## config.mk

```make
export PLATFORM = sky130hd
export DESIGN_NAME = lmp_monitor_flat
export DESIGN_NICKNAME = d
export VERILOG_FILES = /design/src/include/lmp_pkg.sv /design/src/include/lmp_link_if.sv /design/src/hw/lmp_monitor.sv /design/src/flat_wrapper.sv
export SDC_FILE = /design/constraint.sdc
export NUM_CORES = 1
export LEC_CHECK = 0
export BUFFER_PORTS_ARGS = -buffer_cell sky130_fd_sc_hd__buf_2
export CORE_MARGIN = 3
export CORE_UTILIZATION = 37
export CTS_BUF_LIST = sky130_fd_sc_hd__clkbuf_8
export CTS_CLUSTER_DIAMETER = 120
export CTS_CLUSTER_SIZE = 40
export DETAILED_ROUTE_END_ITERATION = 6
export GPL_ROUTABILITY_DRIVEN = 0
export PLACE_DENSITY = 0.64
export REMOVE_ABC_BUFFERS = 1
export SYNTH_ARGS = -nofsm -noshare
export SYNTH_HDL_FRONTEND = slang
export SYNTH_SLANG_ARGS = --single-unit
```

## constraint.sdc

```tcl
create_clock -name pclk -period 9.2 [get_ports pclk]
set_input_delay 0.92 -clock pclk [delete_from_list [all_inputs] [get_ports pclk]]
set_output_delay 0.92 -clock pclk [all_outputs]
set_load 0.01 [all_outputs]
```

## src/include/lmp_pkg.sv

```systemverilog
// Shared constants, register map and types of the link status monitor
package lmp_pkg;

  // ***************************************************
  // Timing
  // ***************************************************
  localparam int unsigned LMP_CLK_HZ = 25_000_000; // System clock rate
  localparam int unsigned LMP_TICK_S = 1; // Timer tick period in seconds
  localparam int unsigned LMP_TICK_CYCLES = LMP_CLK_HZ * LMP_TICK_S; // Cycles per tick

  // ***************************************************
  // Parameter defaults and ranges
  // ***************************************************
  localparam logic [7:0] LMP_FULL_POLL_DEF = 8'h06; // Full status every 6 polls
  localparam logic [7:0] LMP_FULL_POLL_MIN = 8'h01;
  localparam logic [7:0] LMP_FULL_POLL_MAX = 8'hFF;
  localparam logic [7:0] LMP_ERR_THR_DEF = 8'h03; // Errors that fail the link
  localparam logic [7:0] LMP_WINDOW_DEF = 8'h04; // Monitored events
  localparam logic [7:0] LMP_CNT_MIN = 8'h01;
  localparam logic [7:0] LMP_CNT_MAX = 8'h0A;
  localparam logic [7:0] LMP_POLL_T_DEF = 8'h0A; // Poll timer, seconds
  localparam logic [7:0] LMP_VERIFY_T_DEF = 8'h0F; // Verify timer, seconds
  localparam logic [7:0] LMP_TIMER_MIN = 8'h05;
  localparam logic [7:0] LMP_TIMER_MAX = 8'h1E;

  // ***************************************************
  // Register map
  // ***************************************************
  localparam logic [11:0] LMP_CFG_OFS = 12'h000; // Counts and timers
  localparam logic [11:0] LMP_CTRL_OFS = 12'h004; // Enables and local status
  localparam logic [11:0] LMP_STAT_OFS = 12'h008; // Monitor state, read only
  // Configuration field positions
  localparam int LMP_CFG_FULL_LSB = 0;
  localparam int LMP_CFG_THR_LSB = 8;
  localparam int LMP_CFG_WIN_LSB = 12;
  localparam int LMP_CFG_POLL_LSB = 16;
  localparam int LMP_CFG_VER_LSB = 24;
  // Control bit positions
  localparam int LMP_CTRL_EN = 0; // Procedures running; low clears all procedure state but the pending report flags and the last status
  localparam int LMP_CTRL_FAST = 1; // A valid first event brings the link side up
  localparam int LMP_CTRL_SEG_CFG = 2; // Local segment configured
  localparam int LMP_CTRL_SEG_OK = 3; // Local segment free of faults
  localparam int LMP_CTRL_UNI_OK = 4; // Local user interface operational
  localparam int LMP_CTRL_UP_ACT = 5; // Active bit from the user side
  localparam logic [31:0] LMP_CTRL_RST = 32'h0000_0000;
  // Status bit positions
  localparam int LMP_ST_USER_OP = 0;
  localparam int LMP_ST_NET_OP = 1;
  localparam int LMP_ST_PRESENT = 2;
  localparam int LMP_ST_ACTIVE = 3;
  localparam int LMP_ST_ADDED = 4;
  localparam int LMP_ST_UERR_LSB = 8;
  localparam int LMP_ST_NERR_LSB = 12;

  // ***************************************************
  // Types
  // ***************************************************
  // One cycle of link traffic in one direction
  typedef struct packed {
    logic enq; // Status enquiry pulse
    logic enq_full; // Enquiry asks for a full report
    logic [7:0] enq_seq; // Enquiry sequence number
    logic rep; // Status report pulse
    logic rep_full; // Report is a full report
    logic [7:0] rep_ack; // Echo of the enquiry sequence
    logic present; // Segment element present
    logic active; // Active bit
    logic added; // New bit
  } lmp_msg_s;

  // Link integrity monitor state of one procedure side
  typedef struct packed {
    logic [9:0] hist; // Last events, 1 is an error
    logic [3:0] good; // Consecutive valid events
    logic fresh; // No event seen yet
    logic op; // Side operational
  } lmp_mon_s;

  localparam lmp_mon_s LMP_MON_RST = '{hist: 10'h000, good: 4'h0, fresh: 1'b1, op: 1'b0};

  // Errors among the newest win events
  function automatic logic [3:0] lmp_errs(logic [9:0] hist, logic [3:0] win);
    logic [3:0] n;
    n = 4'h0;
    for (int i = 0; i < 10; i++)
    begin
      if ((i < int'(win)) && hist[i])
      begin
        n = n + 4'h1;
      end
    end
    return n;
  endfunction : lmp_errs

  // Account one monitored event
  function automatic lmp_mon_s lmp_event(lmp_mon_s m, logic err, logic fast,
                                         logic [3:0] thr, logic [3:0] win);
    lmp_mon_s r;
    r = m;
    r.hist = {m.hist[8:0], err};
    r.fresh = 1'b0;
    if (err)
    begin
      r.good = 4'h0;
      if (lmp_errs(r.hist, win) >= thr)
      begin
        r.op = 1'b0;
      end
    end
    else
    begin
      if (m.good != 4'hF)
      begin
        r.good = m.good + 4'h1;
      end
      if ((r.good >= win) || (fast && m.fresh))
      begin
        r.op = 1'b1;
      end
    end
    return r;
  endfunction : lmp_event

  // Clamp a written value into its legal range
  function automatic logic [7:0] lmp_clamp(logic [7:0] v, logic [7:0] lo, logic [7:0] hi);
    return (v < lo) ? lo : ((v > hi) ? hi : v);
  endfunction : lmp_clamp

endpackage : lmp_pkg

```

## src/include/lmp_link_if.sv

```systemverilog
// Link between the two network ends, one message bundle per direction
interface lmp_link_if
  import lmp_pkg::*;
(
  input wire logic pclk
);
  lmp_msg_s d2p; // Monitor end toward peer end
  lmp_msg_s p2d; // Peer end toward monitor end

  modport dev(input pclk, output d2p, input p2d);
  modport peer(input pclk, input d2p, output p2d);
endinterface : lmp_link_if

```

## src/hw/lmp_monitor.sv

```systemverilog
// Link integrity and connection status monitor with APB registers
module lmp_monitor
  import lmp_pkg::*;
#(
  parameter int unsigned TICK_CYCLES = LMP_TICK_CYCLES
)
(
  input wire logic pclk,
  input wire logic presetn,
  input wire logic psel,
  input wire logic penable,
  input wire logic pwrite,
  input wire logic [11:0] paddr,
  input wire logic [31:0] pwdata,
  output logic [31:0] prdata,
  output logic pready,
  output logic pslverr,
  lmp_link_if.dev link,
  output logic fwd_present,
  output logic fwd_active,
  output logic fwd_added
);

  // ***************************************************
  // Register file
  // ***************************************************
  logic [31:0] cfg; // Counts and timers
  logic [31:0] ctrl; // Enables and local status
  logic [31:0] next_cfg;
  logic [31:0] next_ctrl;
  logic [31:0] next_prdata;
  logic mapped; // Address hits a register
  logic [31:0] stat; // Live status word
  logic [3:0] thr; // Error threshold count
  logic [3:0] win; // Monitored event window
  logic [7:0] full_n; // Full status poll count
  logic en; // Procedures enabled
  logic crit; // Local active criteria

  assign mapped = (paddr == LMP_CFG_OFS) || (paddr == LMP_CTRL_OFS) || (paddr == LMP_STAT_OFS);
  assign pready = 1'b1;
  assign pslverr = psel && penable && !mapped;
  assign full_n = cfg[LMP_CFG_FULL_LSB +: 8];
  assign thr = cfg[LMP_CFG_THR_LSB +: 4];
  assign win = cfg[LMP_CFG_WIN_LSB +: 4];
  assign en = ctrl[LMP_CTRL_EN];

  // Decode writes with range clamping; read data is fetched in setup
  always_comb
  begin
    next_cfg = cfg;
    next_ctrl = ctrl;
    next_prdata = prdata;
    if (psel && penable && pwrite)
    begin
      if (paddr == LMP_CFG_OFS)
      begin
        // Counts and timers kept inside their legal ranges
        next_cfg = 32'h0000_0000;
        next_cfg[LMP_CFG_FULL_LSB +: 8] = lmp_clamp(pwdata[LMP_CFG_FULL_LSB +: 8],
          LMP_FULL_POLL_MIN, LMP_FULL_POLL_MAX);
        next_cfg[LMP_CFG_THR_LSB +: 4] = 4'(lmp_clamp({4'h0, pwdata[LMP_CFG_THR_LSB +: 4]},
          LMP_CNT_MIN, LMP_CNT_MAX));
        next_cfg[LMP_CFG_WIN_LSB +: 4] = 4'(lmp_clamp({4'h0, pwdata[LMP_CFG_WIN_LSB +: 4]},
          LMP_CNT_MIN, LMP_CNT_MAX));
        next_cfg[LMP_CFG_POLL_LSB +: 5] = 5'(lmp_clamp({3'h0, pwdata[LMP_CFG_POLL_LSB +: 5]},
          LMP_TIMER_MIN, LMP_TIMER_MAX));
        next_cfg[LMP_CFG_VER_LSB +: 5] = 5'(lmp_clamp({3'h0, pwdata[LMP_CFG_VER_LSB +: 5]},
          LMP_TIMER_MIN, LMP_TIMER_MAX));
      end
      else if (paddr == LMP_CTRL_OFS)
      begin
        next_ctrl = {26'h0, pwdata[5:0]};
      end
    end
    if (psel && !penable)
    begin
      unique case (paddr)
        LMP_CFG_OFS: next_prdata = cfg;
        LMP_CTRL_OFS: next_prdata = ctrl;
        LMP_STAT_OFS: next_prdata = stat;
        default: next_prdata = 32'h0000_0000;
      endcase
    end
  end

  // Register file flops; defaults match the documented parameter set
  always_ff @(posedge pclk or negedge presetn)
  begin
    if (!presetn)
    begin
      cfg <= {3'h0, LMP_VERIFY_T_DEF[4:0], 3'h0, LMP_POLL_T_DEF[4:0], LMP_WINDOW_DEF[3:0],
        LMP_ERR_THR_DEF[3:0], LMP_FULL_POLL_DEF};
      ctrl <= LMP_CTRL_RST;
      prdata <= 32'h0000_0000;
    end
    else
    begin
      cfg <= next_cfg;
      ctrl <= next_ctrl;
      prdata <= next_prdata;
    end
  end

  // ***************************************************
  // Second tick, poll side and answer side
  // ***************************************************
  logic [31:0] tick_cnt; // Cycles within the current second
  logic tick; // One-second strobe
  logic [4:0] poll_sec; // Poll timer seconds
  logic [7:0] poll_no; // Polls since last full request
  logic [7:0] tx_seq; // Last enquiry sequence sent
  logic wait_rep; // Enquiry outstanding
  lmp_mon_s umon; // Poll side link monitor
  logic [4:0] ver_sec; // Verify timer seconds
  lmp_mon_s nmon; // Answer side link monitor
  logic pend; // Change awaits a full report
  logic added_pend; // New bit still to report
  logic [1:0] last; // Sent status last cycle
  lmp_msg_s tx; // Outgoing message
  logic [31:0] next_tick_cnt;
  logic [4:0] next_poll_sec;
  logic [7:0] next_poll_no;
  logic [7:0] next_tx_seq;
  logic next_wait_rep;
  lmp_mon_s next_umon;
  logic [4:0] next_ver_sec;
  lmp_mon_s next_nmon;
  logic next_pend;
  logic next_added_pend;
  logic [1:0] next_last;
  lmp_msg_s next_tx;
  logic next_fwd_present;
  logic next_fwd_active;
  logic next_fwd_added;
  logic rx_ok; // Valid report for the outstanding enquiry

  assign tick = (tick_cnt == TICK_CYCLES - 1);
  assign rx_ok = link.p2d.rep && wait_rep && (link.p2d.rep_ack == tx_seq);
  // Local criteria; the received active bit plays no part here
  assign crit = ctrl[LMP_CTRL_SEG_CFG] && ctrl[LMP_CTRL_SEG_OK] && ctrl[LMP_CTRL_UNI_OK]
    && umon.op && nmon.op;
  assign stat = {16'h0, lmp_errs(nmon.hist, win), lmp_errs(umon.hist, win), 3'h0,
    fwd_added, fwd_active, fwd_present, nmon.op, umon.op};
  assign link.d2p = tx;

  // Both procedure sides advance every cycle side by side
  always_comb
  begin
    next_tick_cnt = tick ? 32'h0 : tick_cnt + 32'h1;
    next_poll_sec = poll_sec;
    next_poll_no = poll_no;
    next_tx_seq = tx_seq;
    next_wait_rep = wait_rep;
    next_umon = umon;
    next_ver_sec = ver_sec;
    next_nmon = nmon;
    next_pend = pend;
    next_added_pend = added_pend;
    next_last = {ctrl[LMP_CTRL_SEG_CFG], crit && ctrl[LMP_CTRL_UP_ACT]};
    next_tx = '0;
    next_fwd_present = fwd_present;
    next_fwd_active = fwd_active && crit;
    next_fwd_added = fwd_added;
    // Poll side: a report answers the outstanding enquiry
    if (rx_ok)
    begin
      next_wait_rep = 1'b0;
      next_umon = lmp_event(umon, 1'b0, ctrl[LMP_CTRL_FAST], thr, win);
      if (link.p2d.rep_full)
      begin
        next_fwd_present = link.p2d.present;
        next_fwd_active = link.p2d.active && crit;
        next_fwd_added = link.p2d.added;
      end
    end
    // Poll side: timer expiry sends the next enquiry
    if (tick)
    begin
      next_poll_sec = poll_sec + 5'h1;
      if (next_poll_sec >= cfg[LMP_CFG_POLL_LSB +: 5])
      begin
        next_poll_sec = 5'h0;
        if (next_wait_rep)
        begin
          next_umon = lmp_event(umon, 1'b1, ctrl[LMP_CTRL_FAST], thr, win);
        end
        next_poll_no = poll_no + 8'h1;
        next_tx.enq = 1'b1;
        next_tx.enq_full = (next_poll_no >= full_n);
        if (next_tx.enq_full)
        begin
          next_poll_no = 8'h0;
        end
        next_tx_seq = tx_seq + 8'h1;
        next_tx.enq_seq = next_tx_seq;
        next_wait_rep = 1'b1;
      end
    end
    // Answer side: every enquiry is answered and restarts the verify timer
    if (link.p2d.enq)
    begin
      next_ver_sec = 5'h0;
      next_nmon = lmp_event(nmon, 1'b0, ctrl[LMP_CTRL_FAST], thr, win);
      next_tx.rep = 1'b1;
      next_tx.rep_ack = link.p2d.enq_seq;
      next_tx.rep_full = link.p2d.enq_full || pend;
      next_tx.present = ctrl[LMP_CTRL_SEG_CFG];
      next_tx.active = crit && ctrl[LMP_CTRL_UP_ACT];
      next_tx.added = added_pend && ctrl[LMP_CTRL_SEG_CFG];
      if (next_tx.rep_full)
      begin
        next_pend = 1'b0;
        next_added_pend = 1'b0;
      end
    end
    else if (tick)
    begin
      next_ver_sec = ver_sec + 5'h1;
      if (next_ver_sec >= cfg[LMP_CFG_VER_LSB +: 5])
      begin
        next_ver_sec = 5'h0;
        next_nmon = lmp_event(nmon, 1'b1, ctrl[LMP_CTRL_FAST], thr, win);
      end
    end
    // A status change arriving now survives the clear above
    if (next_last != last)
    begin
      next_pend = 1'b1;
    end
    if (next_last[1] && !last[1])
    begin
      next_added_pend = 1'b1;
    end
    // Disabled procedures hold all but the pending report flags and the last status cleared and non-operational
    if (!en)
    begin
      next_tick_cnt = 32'h0;
      next_poll_sec = 5'h0;
      next_poll_no = 8'h0;
      next_tx_seq = 8'h0;
      next_wait_rep = 1'b0;
      next_umon = LMP_MON_RST;
      next_ver_sec = 5'h0;
      next_nmon = LMP_MON_RST;
      next_tx = '0;
      next_fwd_active = 1'b0;
      next_fwd_present = 1'b0;
      next_fwd_added = 1'b0;
    end
  end

  // Procedure state flops
  always_ff @(posedge pclk or negedge presetn)
  begin
    if (!presetn)
    begin
      tick_cnt <= 32'h0;
      poll_sec <= 5'h0;
      poll_no <= 8'h0;
      tx_seq <= 8'h0;
      wait_rep <= 1'b0;
      umon <= LMP_MON_RST;
      ver_sec <= 5'h0;
      nmon <= LMP_MON_RST;
      pend <= 1'b0;
      added_pend <= 1'b0;
      last <= 2'h0;
      tx <= '0;
      fwd_present <= 1'b0;
      fwd_active <= 1'b0;
      fwd_added <= 1'b0;
    end
    else
    begin
      tick_cnt <= next_tick_cnt;
      poll_sec <= next_poll_sec;
      poll_no <= next_poll_no;
      tx_seq <= next_tx_seq;
      wait_rep <= next_wait_rep;
      umon <= next_umon;
      ver_sec <= next_ver_sec;
      nmon <= next_nmon;
      pend <= next_pend;
      added_pend <= next_added_pend;
      last <= next_last;
      tx <= next_tx;
      fwd_present <= next_fwd_present;
      fwd_active <= next_fwd_active;
      fwd_added <= next_fwd_added;
    end
  end

endmodule : lmp_monitor

```

## src/flat_wrapper.sv

```systemverilog
// flat-port wrapper written by rule: the top's interface ports become plain ports
module lmp_monitor_flat import lmp_pkg::*;
#(
  parameter int unsigned TICK_CYCLES = LMP_TICK_CYCLES
)
  (pclk, presetn, psel, penable, pwrite, paddr, pwdata, prdata, pready, pslverr, fwd_present, fwd_active, fwd_added, link_d2p, link_p2d);
  lmp_link_if link_i (.pclk(pclk));
  input wire logic pclk;
  input wire logic presetn;
  input wire logic psel;
  input wire logic penable;
  input wire logic pwrite;
  input wire logic [11:0] paddr;
  input wire logic [31:0] pwdata;
  output logic [31:0] prdata;
  output logic pready;
  output logic pslverr;
  output logic fwd_present;
  output logic fwd_active;
  output logic fwd_added;
  output wire logic [$bits(link_i.d2p)-1:0] link_d2p;
  input wire logic [$bits(link_i.p2d)-1:0] link_p2d;
  assign link_d2p = link_i.d2p;
  assign link_i.p2d = link_p2d;
  lmp_monitor #(.TICK_CYCLES(TICK_CYCLES)) u_core (.pclk(pclk), .presetn(presetn), .psel(psel), .penable(penable), .pwrite(pwrite), .paddr(paddr), .pwdata(pwdata), .prdata(prdata), .pready(pready), .pslverr(pslverr), .link(link_i), .fwd_present(fwd_present), .fwd_active(fwd_active), .fwd_added(fwd_added));
endmodule
```

* Word level (Yosys, flattened, before mapping)
Cells that the tools add are included.
Word-level totals: latch bits 0, input port bits 72, bits in writable memories 0, bits in read-only memories 0, memories 0, output and inout bits 60, bits in registers 185
Cells by class: magnitude comparators 27, multiply operators 0, reductions and logical operators 76, equal/unequal tests 16, add/subtract/negate cells 43, shift-type cells 0, bitwise logic cells 1, divide/modulo/power cells 0, mux-type cells 164
Operators with widths (count):
- 4-bit two-way mux | 104
- 4-bit by 1-bit adder with 4-bit output (second input constant) | 36
- 16-bit two-way mux | 9
- 29-bit one-hot mux with 3 select lines | 1
- 8-bit two-way mux | 9
- 32-bit two-way mux | 2
- 1-bit logical AND | 55
- 5-bit two-way mux | 11
- 32-bit by 1-bit adder with 32-bit output (second input constant) | 1
- 32-bit by 25-bit equality test with 1-bit output (second input constant) | 1
- 1-bit two-way mux | 24
- 23-bit two-way mux | 1
- 10-bit two-way mux | 2
- 8-bit by 1-bit adder with 8-bit output (second input constant) | 2
- 4-bit greater-or-equal comparator | 4
- 3-bit by 4-bit less-than comparator with 1-bit output (first input constant) | 4
- 13-bit two-way mux | 1
- 12-bit by 3-bit equality test with 1-bit output (second input constant) | 1
- 12-bit by 4-bit equality test with 1-bit output (second input constant) | 1
- 12-bit logical NOT | 1
- 3-bit != test (second input constant) | 4
- 2-bit AND reduction | 6
- 5-bit by 1-bit adder with 5-bit output (second input constant) | 2
- 5-bit greater-or-equal comparator | 2
- 22 further kinds | 43

* Logic depth before layout (Yosys ltp)
Gate-level depths: netlist of the first run.
word-level depth 57, mapped depth 35, mapped depth without buffers 34

* Worst setup path before layout of the first run
Ideal clock, no wire load.
kind register -> register, from register u_core.cfg[15], to register u_core.nmon[0] (netlist bit), path slack 2.716 ns, data arrival time 6.348 ns, library setup time 0.136 ns, cell stages (with the launch flop) 31, cell sequence dfrtp_1 > buf_4 > or2_1 > clkbuf_1 > or3_1 > ha_1 > buf_2 > xnor2_1 > inv_1 > ha_1 > xnor3_1 > or3_1 > o211a_1 > ha_1 > xor2_1 > or3_1 > o221a_2 > ha_1 > xnor2_1 > or3_1 > o21ai_1 > a21oi_1 > ha_1 > mux2_2 > ha_1 > a21oi_1 > nor2b_1 > o21ai_0 > a32o_1 > o21ai_0 > o31ai_1
On the way: longest elaborated chain between the ends 53
Ends and longest elaborated chain:
- start: declaration | RTL line lmp_monitor.sv:27 | logic [31:0] cfg;
- start signal: assignment | RTL line lmp_monitor.sv:92 | cfg <= {3'h0, LMP_VERIFY_T_DEF[4:0], 3'h0, LMP_POLL_T_DEF[4:0], LMP_WINDOW_DEF[3:0],
- start signal: assignment | RTL line lmp_monitor.sv:99 | cfg <= next_cfg;
- 1-bit by 4-bit less-than comparator with 1-bit output | RTL line lmp_pkg.sv:87 | if ((i < int'(win)) && hist[i])
- 1-bit two-way mux | RTL line lmp_pkg.sv:87
- 4-bit two-way mux | RTL line lmp_monitor.sv:220 | if (next_ver_sec >= cfg[LMP_CFG_VER_LSB +: 5])
- 4-bit two-way mux | RTL line lmp_monitor.sv:217 | else if (tick)
- 4-bit two-way mux | RTL line lmp_monitor.sv:201 | if (link.p2d.enq)
- 4-bit by 1-bit adder with 4-bit output | RTL line lmp_pkg.sv:89 | n = n + 4'h1;
- 4-bit two-way mux | RTL line lmp_pkg.sv:87
- 4-bit two-way mux | RTL line lmp_monitor.sv:220
- [... 37 more ...]
- 4-bit by 1-bit adder with 4-bit output | RTL line lmp_pkg.sv:89
- 4-bit two-way mux | RTL line lmp_pkg.sv:87
- 4-bit two-way mux | RTL line lmp_monitor.sv:220
- 4-bit two-way mux | RTL line lmp_monitor.sv:217
- 4-bit two-way mux | RTL line lmp_monitor.sv:201
- 4-bit greater-or-equal comparator | RTL line lmp_pkg.sv:105 | if (lmp_errs(r.hist, win) >= thr)
- 3-bit != test (no source line)
- 4-bit AND reduction (no source line) (*)
- end signal: assignment | RTL line lmp_monitor.sv:283 | nmon <= next_nmon;
- end: declaration | RTL line lmp_monitor.sv:116 | lmp_mon_s nmon;
Mark *: on every way between the ends. The rest lies on a longest branch, timed or not. The select of a mux whose other input is x is not followed. A chain may end at the register's enable or synchronous reset.

* Final worst setup path of the first run
Same ends and word-level chain as after synthesis.

==> run metrics, run 1 <==
drt total wl=29700 um; Rel. slew slack=around a third; Synth Area in XOR/XNOR=between 10% and 20%; largest net degree at the start of global routing=126; area share of fa/ha/maj cells after synthesis=under 10%; First-pass DRT Iterations=5; CTS Root Cell=clkbuf_8; highest net fanout along the worst path=20; TritonCTS clock tree=built; CTS resizes=0; Starting Density=between 30% and 40%; r2r endpoint=u_core.nmon[0]; CTS Hold Bufs=0; Seq/Total Area, Yosys=approximately 37%; hold crit path type=flop to flop; Avg WL per Cell=roughly 16 um; Hold Path Origin=u_core.prdata[27]; FF+latch count, synth=between 150 and 200; Setup Crit Path Kind=flop to flop; core footprint=0.0320 mm^2; Post-synth EDFFs=0; total gr overflow=0; Sw Share=about a quarter; mux share of post-synthesis cell area=under 10%; first-pass GRT wire length=between 40000 and 50000 um; Design Power=0.00138 W; die area=between 0.03 and 0.04 mm^2; final hold viol count=0; outcome=complete, no violations; IO Pins=about 130; Hold WS=roughly 460 ps; Area Overhead vs Synth=11.0%; endpoint type of the worst setup path=flop; Placed Area=roughly 0.013 mm^2; Num CTS Buffers=17; power per standard cell area=102 mW/mm^2; Reg clk slew, reported paths=90 ps; clock share of power=roughly two fifths; antenna-violating nets left=0; Row Count=between 60 and 70; Synth async-reset ratio=between 90% and 100%; Via density=roughly 5.2; WP data required=9570 ps; synth warn=0; Setup crit start kind=flop; fin crit share=between 80 and 90%; via count=9870; unrepaired setup endpoints after global routing=false; Slew @ Worst Pin=about 1000 ps; worst r2r path cells=27; CTS H-tree lvls=4; final setup skew=between 9 and 10 ps; synthesized instance count=about 1400; Leakage=6.57 nW; max-slew violation count=0; fraction of the mapped netlist area in compound gates=~14%; die width=~190 um; reg2reg start=u_core.cfg[15]; sequential power share=a little under three fifths; number of global-route vias before repair=9832; Psw=~0.00034 W; clk_lat worst skew=roughly 470 ps; Max Cap Viol=0; Logic pwr share=3.9%; post-synth cell types=87; Synth Area per Inst=approximately 9.0 um^2; setup bufs post-CTS=0; area of the mapped netlist=about 0.012 mm^2; Max Clk Rate=~0.13 GHz; global-route usage over all layers=approximately 17%; share of post-route cells with drive strength above 1=15.6%; initial antenna violation count=0; clock sinks=179; WHS Endpoint=u_core.prdata[27]; drc violations=0; Buffers on Ports=roughly 120; Die H=187 um; Tmin final=7420 ps; CP arrival=~8000 ps; setup violation total in the final timing report=0; VDD IR max=0.0935 mV; nets=around 1600; R2R setup slack=around 1800 ps; dpl hpwl=approximately 22000 um; worst hold path depth=2; ys flop type=dfrtp_1; total negative slack=0 ps; post-route cell area=between 0.01 and 0.015 mm^2; largest family of logic cells by synthesized area=simple AND/OR/NAND/NOR gates; internal power=around 0.0010 W; clock buffer depth=2; commonest non-fill, non-tap cell in the layout=nand2_1; most frequent cells in the layout=nand2_1, dfrtp_1, buf_2; number of DRC markers in iteration 0=between 500 and 600; ANT cells=0; Post-Synth Simple-Gate Area=roughly a fifth
==> flip-flops by register name, summed over array words and instances (netlist names) <==
signal and flops:
u_core.ctrl 6, u_core.stat 1, u_core.added_pend 1, u_core.prdata 26, u_core.tx_seq 8, u_core.last 2
u_core.poll_sec 5, u_core.ver_sec 5, u_core.pend 1, u_core.cfg 26, u_core.umon 15, u_core.nmon 16
u_core.fwd_added 1, u_core.poll_no 8, u_core.fwd_present 1, u_core.link.d2p 23, u_core.fwd_active 1, u_core.wait_rep 1
u_core.tick_cnt 32
==> power groups by stage <==
stage / Sequential, W / Combinational, W / Clock, W
2_1_floorplan: 0.000803 / 0.0000117 / 0
6_report: 0.000787 / 0.0000533 / 0.000535
4_1_cts: 0.000787 / 0.0000549 / 0.000553
3_5_place_dp: 0.000803 / 0.0000548 / 0
5_1_grt: 0.000787 / 0.0000606 / 0.000584
3_3_place_gp: 0.000803 / 0.0000543 / 0
==> worst max path at each step <==
stage	from	end	slack, ps	cells after the start
2_1_floorplan	u_core.cfg[15]	u_core.nmon[0]	2480	27
3_5_place_dp	u_core.cfg[15]	u_core.nmon[0]	1760	27
5_1_grt	u_core.cfg[15]	u_core.nmon[0]	1250	28
4_1_cts	u_core.cfg[15]	u_core.nmon[0]	1720	27
6_report	u_core.cfg[15]	u_core.nmon[0]	1780	27
3_3_place_gp	u_core.cfg[15]	u_core.nmon[0]	1860	27
==> kinds of logic after synthesis <==
group                      after synthesis
adders and majority gates               81
muxes                                   45
other                                    2
AOI/OAI and AO/OA                      261
and+or+nand+nor                        511
DFF                                    179
xor gates and xnor gates               144
buffers and inverters                  127
==> layout make-up <==
| cell class | count | area (um^2) |
|---|---|---|
| clock inverter | 12 | 108 |
| inverter | 63 | 236 |
| sequential | 179 | 4500 |
| timing repair buffer | 130 | 689 |
| clock buffer | 20 | 275 |
| fill | 3113 | 18500 |
| tap | 435 | 544 |
| multi-input combinational | 1049 | 7160 |
==> worst max-delay path, stage by stage, from the launching register on <==
cell,delay [ps]
dfrtp_1,660
or2_1,460
or3_1,460
ha_1,460
xnor2_1,320
inv_1,80
ha_1,330
xnor3_1,390
or3_1,310
o211a_1,170
ha_1,330
xor2_1,160
or3_1,310
o221a_2,170
ha_1,290
xnor2_1,130
or3_1,330
o21ai_1,90
a21oi_1,70
ha_1,300
mux2_2,280
ha_1,270
a21oi_1,130
nor2b_1,60
o21ai_0,390
a32o_1,220
o21ai_0,90
o31ai_1,80
==> Yosys cell counts, types with 12 or more instances <==
| cell | number | area share [%] |
|---|---|---|
| a21o_1 | 17 | 1.0 |
| a21oi_1 | 57 | 2.3 |
| and2_1 | 19 | 0.98 |
| and3_1 | 23 | 1.2 |
| clkbuf_1 | 42 | 1.3 |
| dfrtp_1 | 166 | 34 |
| dfstp_2 | 13 | 2.8 |
| ha_1 | 80 | 8.2 |
| inv_1 | 63 | 1.9 |
| mux2_2 | 16 | 1.5 |
| mux2i_1 | 29 | 2.4 |
| nand2_1 | 179 | 5.5 |
| nand2b_1 | 12 | 0.62 |
| nand3_1 | 77 | 3.2 |
| nand4_1 | 21 | 1.1 |
| nor2_1 | 99 | 3.1 |
| nor2b_1 | 22 | 1.1 |
| o21ai_0 | 94 | 3.9 |
| or3_1 | 15 | 0.77 |
| xnor2_1 | 67 | 4.8 |
| xor2_1 | 54 | 3.9 |
==> per-stage QoR <==
step / util (%) / instances / setup WS (ps)
6_report: 42.3 / 1888 / 1780
4_1_cts: 42.3 / 1888 / 1720
2_1_floorplan: - / 1291 / 2480
3_5_place_dp: 41.1 / 1856 / 1760
5_1_grt: 42.3 / 1888 / 1250
3_3_place_gp: 41.1 / 1856 / 1860
==> layer usage <==
layer  GRT usage [%]  wire length, um
met1            22.8            13600
met2            28.3            14000
met3            2.36             1160
met4            6.72              954
met5               0                0
(Power assumes the default switching activity.)
==> run 2, diff against run 1 <==
Clock period 9.2 ns to 7.05 ns, I/O delays scaled along.
==> run metrics, run 2 (synthesis results as in run 1) <==
CTS Root Cell=clkbuf_8; VDD IR max=0.106 mV (+13%); max reg flops=32 (unchanged); number of global-route vias before repair=9927 (+0.97%); nets=1603 (+0.69%); number of DRC markers in iteration 0=531 (-3.1%); total gr overflow=0 (unchanged); drc violations=0 (unchanged); setup violation total in the final timing report=0 (unchanged); Biggest register=u_core.tick_cnt; power per standard cell area=136 mW/mm^2 (+34%); endpoint type of the worst setup path=flop; fin crit share=93.6% (+13 points); CP dominant cell by count=ha_1; final hold viol count=0 (unchanged); Hold WS=284 ps (-181 ps); largest net degree at the start of global routing=99 (-21%); Slew @ Worst Pin=1070 ps (+67.7 ps); global-route usage over all layers=17.3% (+0.23 points); Starting Density=38.1% (unchanged); CTS H-tree lvls=4 (unchanged); Num CTS Buffers=17 (unchanged); clock buffer depth=2 (unchanged); Rel. slew slack=28.9% (-4.5 points); hold crit path type=input pin to async pin; unrepaired setup endpoints after global routing=false; Design Power=0.00186 W (+35%); clk_lat worst skew=480 ps (about the same); final setup skew=13.6 ps (+4.19 ps); slowest CP cell=or3_1; commonest non-fill, non-tap cell in the layout=nand2_1; fillcell total=3151 (+1.2%); clock sinks=179 (unchanged); highest net fanout along the worst path=10 (-50%); total negative slack=0 ps (unchanged); core footprint=0.0320 mm^2 (unchanged); Max Clk Rate=0.152 GHz (+12%); Buffers on Ports=118 (unchanged); Final Non-Filler Cells=1899 (+0.58%); outcome=complete, no violations; largest registers=u_core.tick_cnt (32), u_core.cfg (26), u_core.prdata (26); first-pass GRT wire length=50400 um (+1.7%); via count=9896 (+0.26%); Setup Crit Path Kind=flop to flop; Leakage=6.64 nW (+1.1%); Avg WL per Cell=15.7 um (-0.38%); IO Pins=132 (unchanged); First-pass DRT Iterations=5 (unchanged); Die H=187 um (unchanged); TritonCTS clock tree=built; dpl hpwl=22400 um (+1.7%); ANT cells=0 (unchanged); initial antenna violation count=0 (unchanged); Reg clk slew, reported paths=100 ps (about the same); CP arrival=6950 ps (-840 ps); share of post-route cells with drive strength above 1=16.5% (+0.98 points); WP data required=7400 ps (-2170 ps); die area=0.0351 mm^2 (unchanged); Via density=5.21 (-0.32%); placed instance count=1867 (+0.59%); most frequent cells in the layout=nand2_1, dfrtp_1, buf_2; Row Count=65 (unchanged); Setup crit start kind=flop; drt total wl=29800 um (+0.20%); antenna-violating nets left=0 (unchanged); Max Cap Viol=0 (unchanged); Area Overhead vs Synth=12.1%; max-slew violation count=0 (unchanged); Max stage delay on crit path=450 ps (-210 ps); Tmin final=6600 ps (-817 ps); die width=187 um (unchanged)
-- run 2: cell types whose count changed in the layout (fill, tap and decap cells not counted) --
cell,before,now
buf_4,12,23
inv_1,66,63
bufinv_16,1,3
clkbuf_8,21,19
clkinv_2,1,2
clkinv_4,2,1
inv_2,0,1
inv_6,2,3
inv_8,1,2
o21ai_0,94,93
o21ai_2,1,2
xnor2_1,67,66
xnor2_2,5,6
-- run 2: worst max-delay path, delay by kind of cell (launching register included) --
kind | cells | cell delay (ps)
DFF | 1 | 440
xor gates and xnor gates | 2 | 440
AOI/OAI and AO/OA | 8 | 1330
buffers and inverters | 2 | 150
muxes | 1 | 290
and+or+nand+nor | 9 | 1520
adders and majority gates | 8 | 2310
-- run 2: final cells by class --
cell class,instances,area (um^2),share of cell area [%]
inverters,63,236,1.73
repair buffers,141,772,5.66
flip-flops and latches,179,4500,33.0
well taps,435,544,3.99
clock buffers,18,248,1.82
multi-input cells,1049,7170,52.6
clock inverters,14,176,1.29
-- run 2: path summary, 6_finish.rpt --
| path | cells after the start | startpoint | to | slack (ps) |
|---|---|---|---|---|
| setup / recovery | 30 | u_core.cfg[14] | u_core.prdata[10] | 450 |
| hold reg to reg | 2 | u_core.umon[1] | u_core.umon[1] | 460 |
| max in group asynchronous | 2 | presetn | u_core.nmon[9] | 5190 |
| min in group pclk | 3 | pwdata[6] | u_core.cfg[6] | 450 |
| hold / removal | 1 | presetn | u_core.tick_cnt[21] | 280 |
| setup reg to reg | 30 | u_core.cfg[14] | u_core.prdata[10] | 450 |
-- run 2: what timing repair did --
action	4_1_cts	5_1_grt
setup buffers	0	0
hold buffers	0	0
hold endpoints to repair	0	0
endpoints found under the setup margin	0	1
resized for setup	0	4
-- run 2: where the power goes --
group / leakage, nW / total (W) / internal [W] / switching, W
Combinational: 4.03 / 0.0000699 / 0.0000216 / 0.0000483
Clock: 0.215 / 0.000763 / 0.000366 / 0.000397
Sequential: 2.39 / 0.00103 / 0.00103 / 0.000000354
Total: 6.64 / 0.00186 / 0.00141 / 0.000446
-- run 2: metrics by stage --
step	instance area (um^2)	setup slack, ps	util (%)
2_1_floorplan	11900	327	-
3_3_place_gp	13200	336	41.3
3_5_place_dp	13200	225	41.3
4_1_cts	13600	206	42.7
5_1_grt	13600	4.66	42.7
6_report	13600	450	42.7
-- run 2: per-layer routing --
| metal | vias up | routed length, um | GRT usage [%] |
|---|---|---|---|
| met3 | 35 | 1230 | 2.75 |
| met2 | 205 | 14200 | 29.2 |
| met1 | 4790 | 13600 | 22.9 |
| li1 | 4866 | - | - |
| met5 | - | 0 | 0 |
| met4 | 0 | 707 | 5.52 |
==> run 3, diff against run 2 <==
Settings changed: CORE_UTILIZATION 37 to 40, PLACE_DENSITY 0.64 to 0.63.
==> run metrics, run 3 (synthesis results as in run 1) <==
die area=0.0326 mm^2 (-7.3%); fillcell total=2930 (-7.0%); R2R setup slack=380 ps (-70 ps); Tmin final=6670 ps (+68.4 ps); initial antenna violation count=1 (+1); pre-CTS setup slack=151 ps (-74.5 ps); VDD IR max=0.111 mV (+5.3%); Logic pwr share=3.8% (about the same); final setup skew=17.4 ps (+3.81 ps); highest net fanout along the worst path=14 (+4); die width=180 um (-3.7%); CTS Root Cell=clkbuf_8; final hold viol count=0 (unchanged); Multi-input gate area=0.00717 mm^2 (about the same); commonest non-fill, non-tap cell in the layout=nand2_1; setup bufs post-CTS=0 (unchanged); total negative slack=0 ps (unchanged); unrepaired setup endpoints after global routing=false; Sw Share=25.1% (+1.1 points); Rel. slew slack=23.9% (-5.0 points); nets=1597 (-0.37%); outcome=complete, no violations; clock share of power=39.1% (-1.9 points); most frequent cells in the layout=nand2_1, dfrtp_1, buf_2; First-pass DRT Iterations=5 (unchanged); antenna-violating nets left=0 (unchanged); dpl hpwl=21700 um (-3.1%); slowest CP cell=dfstp_4; fin crit share=94.6% (+0.97 points); core footprint=0.0298 mm^2 (-6.8%); crit path buf inv count=1 (-1); Max Cap Viol=0 (unchanged); Die H=180 um (-3.7%); Reg clk slew, reported paths=100 ps (about the same); setup violation total in the final timing report=0 (unchanged); share of post-route cells with drive strength above 1=16.3% (-0.21 points); Starting Density=40.8% (+2.8 points); post-route cell area=0.0135 mm^2 (-0.94%); CTS H-tree lvls=4 (unchanged); WP data required=7390 ps (about the same); internal power=0.00135 W (-4.7%); setup ws final=382 ps (-68.4 ps); first-pass GRT wire length=48600 um (-3.6%); total gr overflow=0 (unchanged); endpoint type of the worst setup path=flop; Row Count=63 (-3.1%); Slew @ Worst Pin=1140 ps (+73.4 ps); max reg flops=32 (unchanged); TritonCTS clock tree=built; power per standard cell area=133 mW/mm^2 (-2.4%); global-route usage over all layers=17.9% (+0.52 points); Avg WL per Cell=15.6 um (-0.35%); clk_lat worst skew=470 ps (about the same); hold crit path type=input pin to async pin; via count=9825 (-0.72%); CTS Hold Bufs=0 (unchanged); Buffers on Ports=118 (unchanged); max-slew violation count=0 (unchanged); Psw=0.000451 W (+1.2%); Area Overhead vs Synth=11.1%; clock buffer depth=2 (unchanged); Via density=5.31 (+2.0%); Max Clk Rate=0.150 GHz (-1.0%); number of DRC markers in iteration 0=511 (-3.8%); Core Util, Final=45.4% (+2.7 points); storage element area=0.00450 mm^2 (about the same); drt total wl=28900 um (-3.0%); Setup Crit Path Kind=flop to flop; Setup crit start kind=flop; Design Power=0.00180 W (-3.3%); sequential power share=57.1% (+1.9 points); Max stage delay on crit path=560 ps (+110 ps); Biggest register=u_core.tick_cnt; number of global-route vias before repair=9635 (-2.9%); CP arrival=7010 ps (+60 ps); drc violations=0 (unchanged); CP top delay family=adder cells; clock sinks=179 (unchanged); largest net degree at the start of global routing=117 (+18%); CP dominant cell by count=ha_1; Num CTS Buffers=17 (unchanged); Placed Area=0.0131 mm^2 (-0.77%); Leakage=6.59 nW (-0.78%); IO Pins=132 (unchanged); largest registers=u_core.tick_cnt (32), u_core.cfg (26), u_core.prdata (26)
## run 3: routing by layer
layer / track usage [%] / wire [um]
met1: 23.9 / 13400
met2: 30.3 / 13900
met3: 2.34 / 973
met4: 5.43 / 590
met5: 0 / 0
## run 3: final timing paths
kind / from / endpoint / cells after the start
worst max-delay path: u_core.cfg[14] / u_core.nmon[0] / 27
worst min register to register: u_core.nmon[1] / u_core.nmon[1] / 2
worst max register to register: u_core.cfg[14] / u_core.nmon[0] / 27
worst min-delay path: presetn / u_core.prdata[27] / 1
min in group pclk: pwdata[6] / u_core.cfg[6] / 3
max in group asynchronous: presetn / u_core.tx_seq[7] / 2
## run 3: final cells by class
type	count	share of cell area [%]
Multi-Input combinational cell	1049	53.1
Sequential cell	179	33.3
Timing Repair Buffer	135	5.38
Tap cell	390	3.61
Clock buffer	18	1.83
Inverter	63	1.75
Clock inverter	14	1.06
Antenna cell	1	0.0185
## run 3: worst reg2reg max path, stage by stage, from the launching register on
cell	delay (ps)
dfstp_4	560
or2_1	240
or3_4	380
ha_1	340
xnor2_1	210
inv_1	70
ha_1	330
xnor3_1	410
or3_1	310
o211a_1	160
ha_1	320
xor2_1	170
or3_1	310
o221a_2	170
ha_1	300
xnor2_1	130
or3_1	340
o21ai_1	100
a21oi_1	70
ha_1	300
mux2_2	280
ha_1	270
a21oi_1	60
nor2b_1	140
o21ai_2	100
a32o_1	220
o21ai_0	140
o31ai_1	90
## run 3: stage by stage
stage                     hold WS (ps)  std cells
final                              338       1849
after global routing               376       1848
after CTS                          384       1848
after detailed placement           451       1816
after global placement             444       1816
after floorplan                    409       1291
## run 3: timing repair
item,in CTS,in global routing
setup endpoints to repair,0,4
endpoints found under the hold margin,0,0
gates resized for setup,0,6
## run 3: power groups by stage
stage	logic [W]	clock network [W]	registers, W
after global routing	0.0000779	0.000768	0.00103
final	0.0000678	0.000704	0.00103
after CTS	0.0000698	0.000728	0.00103
after floorplan	0.0000153	0	0.00105
after detailed placement	0.0000697	0	0.00105
after global placement	0.0000690	0	0.00105
